==> src/verilog/rmu_pkg.sv <==
// Purpose: Shared constants and types for the rotate-and-mask unit
// Assumes: 32-bit word, bit 0 is the most significant bit in field numbering
// Notes:   Condition field layout is {lt, gt, eq, so}
package rmu_pkg;
  localparam int unsigned WORD_W  = 32;
  localparam int unsigned FIELD_W = 5;
  localparam int unsigned CR_W    = 4;
  localparam int unsigned CR_LT   = 3;
  localparam int unsigned CR_GT   = 2;
  localparam int unsigned CR_EQ   = 1;
  localparam int unsigned CR_SO   = 0;
  localparam logic [31:0] WORD_RST = 32'h0000_0000;
  localparam logic [3:0]  CR_RST   = 4'h0;

  typedef enum logic [2:0] {
    RMU_OP_AND_IMM = 3'b001,
    RMU_OP_AND_REG = 3'b010,
    RMU_OP_INSERT  = 3'b100
  } rmu_op_e;
endpackage

==> src/verilog/rmu_mask_gen.sv <==
// Purpose: Wrap-around mask from begin and end positions
// Assumes: Position 0 is the most significant bit
// Notes:   Pure combinational
module rmu_mask_gen #(
  parameter int unsigned WIDTH = rmu_pkg::WORD_W,
  parameter int unsigned FW    = rmu_pkg::FIELD_W
) (
  input  wire logic [FW-1:0]    maskBegin,
  input  wire logic [FW-1:0]    maskEnd,
  output logic      [WIDTH-1:0] mask
);
  // Position p in MSB-first numbering maps to vector bit WIDTH-1-p
  always_comb begin
    for (int p = 0; p < WIDTH; p++) begin
      if (maskBegin <= maskEnd) begin
        mask[WIDTH-1-p] = (FW'(p) >= maskBegin) && (FW'(p) <= maskEnd);
      end else begin
        mask[WIDTH-1-p] = (FW'(p) >= maskBegin) || (FW'(p) <= maskEnd);
      end
    end
  end
endmodule

==> src/verilog/rmu_rotator.sv <==
// Purpose: Left rotate toward the most significant bit
// Assumes: Count in range 0 to WIDTH-1
// Notes:   Pure combinational
module rmu_rotator #(
  parameter int unsigned WIDTH = rmu_pkg::WORD_W,
  parameter int unsigned CW    = rmu_pkg::FIELD_W
) (
  input  wire logic [WIDTH-1:0] dataIn,
  input  wire logic [CW-1:0]    count,
  output logic      [WIDTH-1:0] dataOut
);
  logic [2*WIDTH-1:0] doubled;
  always_comb begin
    doubled = {dataIn, dataIn} << count;
    dataOut = doubled[2*WIDTH-1:WIDTH];
  end
endmodule

==> src/verilog/rmu_top.sv <==
// Purpose: Registered rotate-then-mask and rotate-then-insert stage
// Assumes: Operands arrive valid with opValid for one cycle
// Notes:   Result and condition field appear one cycle after the request
module rmu_top #(
  parameter int unsigned WIDTH = rmu_pkg::WORD_W,
  parameter int unsigned FW    = rmu_pkg::FIELD_W
) (
  input  wire logic                   clk,
  input  wire logic                   rst_n,
  input  wire logic                   opValid,
  input  wire rmu_pkg::rmu_op_e       opSel,
  input  wire logic                   recordEn,
  input  wire logic [WIDTH-1:0]       sourceReg,
  input  wire logic [WIDTH-1:0]       amountReg,
  input  wire logic [WIDTH-1:0]       destRegIn,
  input  wire logic [FW-1:0]          shiftAmountImm,
  input  wire logic [FW-1:0]          maskBegin,
  input  wire logic [FW-1:0]          maskEnd,
  input  wire logic                   summaryOverflow,
  input  wire logic [rmu_pkg::CR_W-1:0] condFieldZeroIn,
  output logic      [WIDTH-1:0]       destRegOut,
  output logic                        destWe,
  output logic      [rmu_pkg::CR_W-1:0] condFieldZeroOut,
  output logic                        condFieldZeroWe
);
  typedef struct packed {
    logic [WIDTH-1:0]          result;
    logic                      we;
    logic [rmu_pkg::CR_W-1:0]  cr;
    logic                      crWe;
  } rmu_state_s;

  rmu_state_s st_r;
  rmu_state_s st_nxt;

  logic [FW-1:0]    rotCount;
  logic [WIDTH-1:0] rotated;
  logic [WIDTH-1:0] mask;
  logic [WIDTH-1:0] merged;
  logic             legalOp;

  function automatic logic [rmu_pkg::CR_W-1:0] crFromResult(
    input logic [WIDTH-1:0] r,
    input logic             so
  );
    logic [rmu_pkg::CR_W-1:0] c;
    c = rmu_pkg::CR_RST;
    c[rmu_pkg::CR_LT] = r[WIDTH-1];
    c[rmu_pkg::CR_GT] = !r[WIDTH-1] && (r != '0);
    c[rmu_pkg::CR_EQ] = (r == '0);
    c[rmu_pkg::CR_SO] = so;
    return c;
  endfunction

  always_comb begin
    // Register count uses only the low bits; insert never uses the register
    rotCount = (opSel == rmu_pkg::RMU_OP_AND_REG) ? amountReg[FW-1:0]
                                                  : shiftAmountImm;
  end

  rmu_rotator #(.WIDTH(WIDTH), .CW(FW)) uRot (
    .dataIn  (sourceReg),
    .count   (rotCount),
    .dataOut (rotated)
  );

  rmu_mask_gen #(.WIDTH(WIDTH), .FW(FW)) uMask (
    .maskBegin (maskBegin),
    .maskEnd   (maskEnd),
    .mask      (mask)
  );

  always_comb begin
    legalOp = (opSel == rmu_pkg::RMU_OP_AND_IMM) || (opSel == rmu_pkg::RMU_OP_AND_REG)
           || (opSel == rmu_pkg::RMU_OP_INSERT);
    if (opSel == rmu_pkg::RMU_OP_INSERT) begin
      merged = (rotated & mask) | (destRegIn & ~mask);
    end else begin
      merged = rotated & mask;
    end
  end

  always_comb begin
    st_nxt      = st_r;
    st_nxt.we   = 1'b0;
    st_nxt.crWe = 1'b0;
    if (opValid && legalOp) begin
      st_nxt.result = merged;
      st_nxt.we     = 1'b1;
      if (recordEn) begin
        st_nxt.cr   = crFromResult(merged, summaryOverflow);
        st_nxt.crWe = 1'b1;
      end else begin
        st_nxt.cr   = condFieldZeroIn;
      end
    end
  end

  always_ff @(posedge clk or negedge rst_n) begin
    if (!rst_n) begin
      st_r <= '{result: rmu_pkg::WORD_RST, we: 1'b0, cr: rmu_pkg::CR_RST, crWe: 1'b0};
    end else begin
      st_r <= st_nxt;
    end
  end

  // No exception-register port exists, so it cannot be touched
  assign destRegOut       = st_r.result;
  assign destWe           = st_r.we;
  assign condFieldZeroOut = st_r.cr;
  assign condFieldZeroWe  = st_r.crWe;

  // Mask rebuilt from two shifted spans, independent of the generator loop
  function automatic logic [WIDTH-1:0] spanMask(
    input logic [FW-1:0] b,
    input logic [FW-1:0] e
  );
    logic [WIDTH-1:0] fromBegin;
    logic [WIDTH-1:0] toEnd;
    fromBegin = {WIDTH{1'b1}} >> b;
    toEnd     = {WIDTH{1'b1}} << (WIDTH - 1 - e);
    return (b <= e) ? (fromBegin & toEnd) : (fromBegin | toEnd);
  endfunction
endmodule
==> config.mk <==
export PLATFORM = sky130hd
export DESIGN_NAME = rmu_top
export DESIGN_NICKNAME = d
export VERILOG_FILES = /design/src/verilog/rmu_pkg.sv /design/src/verilog/rmu_mask_gen.sv /design/src/verilog/rmu_rotator.sv /design/src/verilog/rmu_top.sv
export SDC_FILE = /design/constraint.sdc
export NUM_CORES = 1
export LEC_CHECK = 0
export ABC_AREA = 1
export BUFFER_PORTS_ARGS = -buffer_cell sky130_fd_sc_hd__buf_2
export CORE_MARGIN = 2
export CORE_UTILIZATION = 40
export CTS_CLUSTER_DIAMETER = 100
export DETAILED_ROUTE_END_ITERATION = 10
export PLACE_DENSITY = 0.61
export SKIP_CTS_REPAIR_TIMING = 1
export SLEW_MARGIN = 10
export SYNTH_ARGS = -nofsm -noshare
export SYNTH_HDL_FRONTEND = slang
export SYNTH_SLANG_ARGS = --single-unit
==> constraint.sdc <==
create_clock -name clk -period 1.1 [get_ports clk]
set_input_delay 0.165 -clock clk [delete_from_list [all_inputs] [get_ports clk]]
set_output_delay 0.165 -clock clk [all_outputs]
set_load 0.03 [all_outputs]
==> flow_metrics.py, run 1 <==
metrics = {
    "global_routing": {
        "first_global_vias": 6754,
        "antenna_found_initial": 0,
        "grt_pass1_wl_um": 33900,
        "grt_max_degree": 39,
        "overflow": 0,
        "grt.total_usage": 0.305,
    },
    "timing": {
        "worst_slack_ps": -1140,
        "worstMarginPinSlew_ps": 488,
        "setup_viol": 38,
        "period_minus_slack_ps": 2240,
        "finalHoldViolCount": 0,
        "finalSetupTns_ps": -29370,
        "maxSlewHeadroom": 0.673,
        "fin_crit_sh": 2.03,
        "hold_slack_ps": 149,
        "drv_slew": 0,
        "timing.fmax_mhz": 447,
        "skew_ps": 0,
        "grt_setup_unrepaired": "true",
    },
    "setup_path": {
        "arrival_ps": 2400,
        "critPathLaunchType": "input pin",
        "endpoint_kind": "register",
        "crit_type": "in -> reg",
        "cp_max_fo": 11,
        "worstPathRequired_ps": 1260,
    },
    "pwr": {
        "ir_drop_mv": 0.809,
        "power_density_mw_per_mm2": 1070,
        "leakage_nw": 4.68,
    },
    "placement": {
        "dp_hpwl_um": 18300,
        "dpl_worst_slack_ps": -1500,
        "gp_congestion": 1.09,
        "post_dp_cell_area_mm2": 0.00733,
        "numPortBuffers": 133,
    },
    "synthesis": {
        "ys_types": 33,
        "synth_area_per_cell_um2": 5.41,
        "synth_cells": 954,
        "synth_area_mm2": 0.00516,
        "yosysTopAreaCellShare": 0.288,
        "synth_top_area_cell": "nand3_1",
        "yosysMostFrequentCell": "nand3_1",
        "synth_warnings": 0,
        "syn-num-nets": 1082,
        "synth_ff_type": "dfrtp_1",
        "ys_async_sr_fraction": 1.00,
        "synth-edff-count": 0,
        "synth_area_leaders": "nand3_1 29%, dfrtp_1 18%, nand2_1 18%",
        "yosysSeqAreaShare": 0.184,
        "ys_seq_elements": 38,
        "yosys-top-cells-count": "297 x nand3_1, 253 x nand2_1, 100 x inv_1",
    },
    "min_path": {
        "hp-class": "in -> reg",
    },
    "clocking": {
        "cts_made_buffers": 5,
        "path_clk_slew_ps": 50,
        "htree_num_levels": 2,
        "cts.path.max_buffers": 2,
        "cts_tree": "yes",
        "clock-root-buffer": "clkbuf_16",
        "numClockSinks": 38,
        "clk-insertion-delay-late_ps": 280,
    },
    "floorplanning": {
        "dieArea_mm2": 0.0138,
        "initial_core_util": 0.409,
        "design.portCount": 161,
        "core_mm2": 0.0126,
        "fp.dieH_um": 118,
        "num_rows": 41,
        "die-width_um": 118,
    },
    "cells_and_area": {
        "syn2layout_area_growth_pct": 76.3,
        "num-fill-cells": 1077,
        "finalCoreUtilization": 0.721,
        "multi_input_area_mm2": 0.00504,
        "nNetsFinal": 1344,
        "final_area_mm2": 0.00910,
        "register_area_um2": 951,
        "drive_gt1_frac": 0.482,
        "insertedDiodeCount": 0,
    },
    "run_status": {
        "status": "complete, but fails checks",
        "failed_checks": "setup timing",
    },
    "route": {
        "wl_per_cell_um": 17.5,
        "routed_via_density": 5.61,
        "routed_wl_um": 24200,
        "drtIter0Drc": 893,
        "drtAntennaViolNets": 0,
        "firstDrtPassIters": 6,
        "drcViolationCount": 0,
        "vias": 7795,
    },
    "job": {
        "maxCapViolCount": 0,
    },
}
-- through the flow --
step           power, mW  cells
2_1_floorplan       4.94    954
3_3_place_gp        6.98   1363
3_5_place_dp        7.01   1363
4_1_cts             8.45   1371
5_1_grt             10.3   1389
6_report            9.72   1389
-- sequential cells by signal (all words and copies together) (netlist names) --
register          cells
destWe                1
destRegOut           32
condFieldZeroOut      4
condFieldZeroWe       1
-- kinds of logic after synthesis --
family	count (synthesis)	synth area share
and+or+nand+nor	640	0.553
buffers and inverters	156	0.125
AOI/OAI and AO/OA	115	0.126
DFF	38	0.184
adders and majority gates	5	0.0121
-- power by group --
part | internal (mW) | switching (mW) | total [mW]
Clock | 0.895 | 0.520 | 1.41
Combinational | 2.52 | 3.90 | 6.42
Sequential | 1.72 | 0.164 | 1.89
-- worst max-delay path, stage by stage --
cell,delay (ps)
buf_8,100
nor2_4,160
nand2_4,110
nand2_1,120
o21ai_4,80
inv_2,210
buf_4,280
nand3_2,120
nand3_1,150
nand3_1,140
nand3b_1,140
nand4_1,100
nor2_1,110
nand2_1,80
nor2_1,90
nand2_1,90
nand2_1,80
a21oi_2,50
-- worst paths after layout --
path,startpoint,endpoint,slack (ps),cells after the start
setup / recovery,opSel[2],condFieldZeroOut[2],-1140,18
min in group asynchronous,rst_n,destRegOut[21],390,3
hold reg to reg,condFieldZeroOut[1],condFieldZeroOut[1],480,2
max in group asynchronous,rst_n,condFieldZeroOut[1],530,3
hold / removal,summaryOverflow,condFieldZeroOut[0],150,3
setup reg to reg,destRegOut[25],destRegOut[25],340,2
-- routing by layer --
| metal | up-vias | wire length, um | track usage |
|---|---|---|---|
| met4 | 0 | 603 | 0.0745 |
| met3 | 65 | 2240 | 0.0320 |
| met2 | 461 | 11100 | 0.496 |
| li1 | 3718 | - | - |
| met5 | - | 0 | 0 |
| met1 | 3551 | 10300 | 0.433 |
-- layout make-up --
class / instances / area share
well taps: 172 / 0.0237
repair buffers: 301 / 0.254
clock inverters: 2 / 0.00138
inverters: 109 / 0.0472
flip-flops and latches: 38 / 0.105
multi-input cells: 761 / 0.554
clock buffers: 6 / 0.0153
-- layout by cell type, fill, tap and decap left out, drive strengths merged --
master       count
dfrtp           38
nand4            7
clkinvlp         1
nor2            65
a21oi           18
inv            108
a31o             2
o21a             1
nor3             4
clkbuf          11
dlygate4sd3      1
o221ai           1
nand3b           8
o2111ai          1
o21ai           78
ha               5
buf            295
nand2          258
a31oi            5
o21bai           2
o211ai           1
nand3          297
a21o             6
or2              2
clkinv           2
No activity file was read; power rests on OpenSTA's default activity.
==> run 2: changes to the inputs <==
ABC_AREA = unset   (was 1)
==> flow_metrics.py, run 2 <==
metrics = {
    "run_status": {
        "status": "complete, but fails checks",
        "failed_checks": "setup timing",
    },
    "global_routing": {
        "grt_use_met1": 0.379,
        "grt_pass1_wl_um": 32900,
        "first_global_vias": 6342,
        "busiest_layer": "met2",
        "grt_max_degree": 39,
        "grt.total_usage": 0.288,
        "grt_use_met3": 0.0447,
        "antenna_found_initial": 0,
        "grtUsageMet2": 0.476,
        "overflow": 0,
    },
    "route": {
        "routed_wl_um": 25600,
        "wl_per_cell_um": 22.8,
        "drtAntennaViolNets": 0,
        "routed_via_density": 6.30,
        "vias": 7091,
        "drtIter0Drc": 545,
        "firstDrtPassIters": 6,
        "drcViolationCount": 0,
    },
    "placement": {
        "dp_cells": 1056,
        "dp_hpwl_um": 17400,
        "gp_congestion": 0.936,
        "dpl_worst_slack_ps": -2540,
        "numPortBuffers": 133,
    },
    "cells_and_area": {
        "layout.cells.non_filler": 1125,
        "final_common_cell": "buf_4",
        "drive_gt1_frac": 0.602,
        "insertedDiodeCount": 0,
        "nNetsFinal": 1076,
        "final_cell_mix": "171 x buf_4, 132 x buf_2, 82 x mux2i_1, 47 x nand2_1, 38 x dfrtp_1",
        "syn2layout_area_growth_pct": 76.9,
        "largest_register_ffs": 32,
        "finalCoreUtilization": 0.720,
    },
    "clocking": {
        "numClockSinks": 38,
        "cts_made_buffers": 5,
        "clk-insertion-delay-late_ps": 280,
        "cts.path.max_buffers": 2,
        "htree_num_levels": 2,
        "cts_tree": "yes",
        "path_clk_slew_ps": 60,
        "clock-root-buffer": "clkbuf_16",
    },
    "min_path": {
        "min_from": "condFieldZeroIn[3]",
        "hp-class": "in -> reg",
    },
    "synthesis": {
        "yosys-top-cells-count": "108 x mux2i_1, 63 x o22ai_1, 52 x nor4_1",
        "synth_area_mm2": 0.00535,
        "ys_async_sr_fraction": 1.00,
        "yosysSeqAreaShare": 0.178,
        "ys_seq_elements": 38,
        "synth_area_per_cell_um2": 8.31,
        "synth_cells": 643,
        "synth_top_area_cell": "mux2i_1",
        "syn-num-nets": 771,
        "synth_warnings": 0,
        "ys_types": 54,
        "yosysMostFrequentCell": "mux2i_1",
        "synth-edff-count": 0,
        "synth_area_leaders": "mux2i_1 20%, dfrtp_1 18%, mux2_2 8.8%",
        "synth_ff_type": "dfrtp_1",
        "yosysTopAreaCellShare": 0.202,
    },
    "pwr": {
        "internal_power_mw": 5.92,
        "power_density_mw_per_mm2": 1120,
        "combPwrFrac": 0.667,
        "ir_drop_mv": 0.849,
        "leakage_nw": 4.16,
        "seq_power_share": 0.181,
        "clockPowerShare": 0.151,
        "p_switching_mw": 4.65,
        "swShare": 0.440,
    },
    "setup_path": {
        "worstPathBufferInverterCount": 4,
        "crit_type": "in -> reg",
        "worstPathRequired_ps": 1280,
        "r2r-start": "condFieldZeroOut[2]",
        "critical_path.top_delay_family": "simple AND/OR/NAND/NOR gates",
        "slowest_delay_ps": 460,
        "cp-startpoint": "opSel[2]",
        "critPathSlowestCell": "or3b_4",
        "cp_cell_sequence": "buf_6 > or3b_4 > buf_12 > mux2i_4 > nand2b_4 > buf_12 > o22ai_2 > nor4_2 > a311oi_1 > buf_4 > nand4_1 > nor4_2 > nand4_1 > o31ai_1",
        "endpoint_kind": "register",
        "critPathLaunchType": "input pin",
        "cp_max_fo": 8,
        "arrival_ps": 3440,
    },
    "timing": {
        "fin_crit_sh": 2.97,
        "grt_setup_unrepaired": "true",
        "period_minus_slack_ps": 3260,
        "drv_slew": 0,
        "worst_slack_ps": -2160,
        "maxSlewHeadroom": 0.646,
        "worstMarginPinSlew_ps": 525,
        "finalHoldViolCount": 0,
        "hold_slack_ps": 164,
        "skew_ps": 0,
        "timing.fmax_mhz": 306,
        "setup_viol": 38,
    },
    "floorplanning": {
        "initial_core_util": 0.407,
        "fp.dieH_um": 120,
        "design.portCount": 161,
        "die-width_um": 120,
        "dieArea_mm2": 0.0143,
        "num_rows": 42,
        "core_mm2": 0.0131,
    },
    "job": {
        "maxCapViolCount": 0,
    },
}
run 2: worst paths after layout:
path                       cells past startpoint             endpoint  slack, ps
setup reg to reg                               3  condFieldZeroOut[2]        290
max in group asynchronous                      3        destRegOut[0]        510
setup / recovery                              14  condFieldZeroOut[1]      -2160
hold / removal                                 3  condFieldZeroOut[3]        160
hold reg to reg                                2       destRegOut[20]        470
min in group asynchronous                      3       destRegOut[26]        390
run 2: logic make-up after synthesis:
| kind of cell | count (synthesis) | share of synthesized area |
|---|---|---|
| xor+xnor | 1 | 0.00164 |
| simple gates | 178 | 0.176 |
| buf+inv | 67 | 0.0627 |
| fa+ha+maj | 31 | 0.0604 |
| mux | 153 | 0.303 |
| compound gates | 175 | 0.218 |
| flops | 38 | 0.178 |
run 2: per-stage QoR:
step	power (mW)	TNS, ps	area (um2)
2_1_floorplan	5.06	-39290	5630
6_report	10.6	-50860	9450
3_3_place_gp	7.16	-66830	7460
3_5_place_dp	7.27	-69120	7460
4_1_cts	8.89	-58350	7630
5_1_grt	11.0	-52490	9450
run 2: layer usage:
metal  part of all wire  routed length, um
met3              0.077               1980
met4              0.053               1370
met2               0.47              12200
met1               0.40              10100
met5                  0                  0
run 2: power groups by stage:
| stage | registers (mW) | clock network [mW] | logic (mW) |
|---|---|---|---|
| after floorplan | 2.60 | 0 | 2.47 |
| after global placement | 1.92 | 0 | 5.24 |
| after detailed placement | 1.93 | 0 | 5.33 |
| after CTS | 1.91 | 1.62 | 5.35 |
| after global routing | 1.95 | 1.69 | 7.37 |
| final | 1.92 | 1.60 | 7.05 |
run 2: worst register-to-register path, cell delays in order, from the launching register on:
cell	delay, ps
dfrtp_1	390
nand2_1	60
o21ai_0	70
a31o_1	180
run 2: area by class of cell:
type	instances	area (um2)
Timing Repair Buffer	351	2660
Tap cell	176	220
Fill cell	957	3680
Inverter	9	38.8
Clock buffer	7	133
Clock inverter	1	30.0
Multi-Input combinational cell	543	5420
Sequential cell	38	951
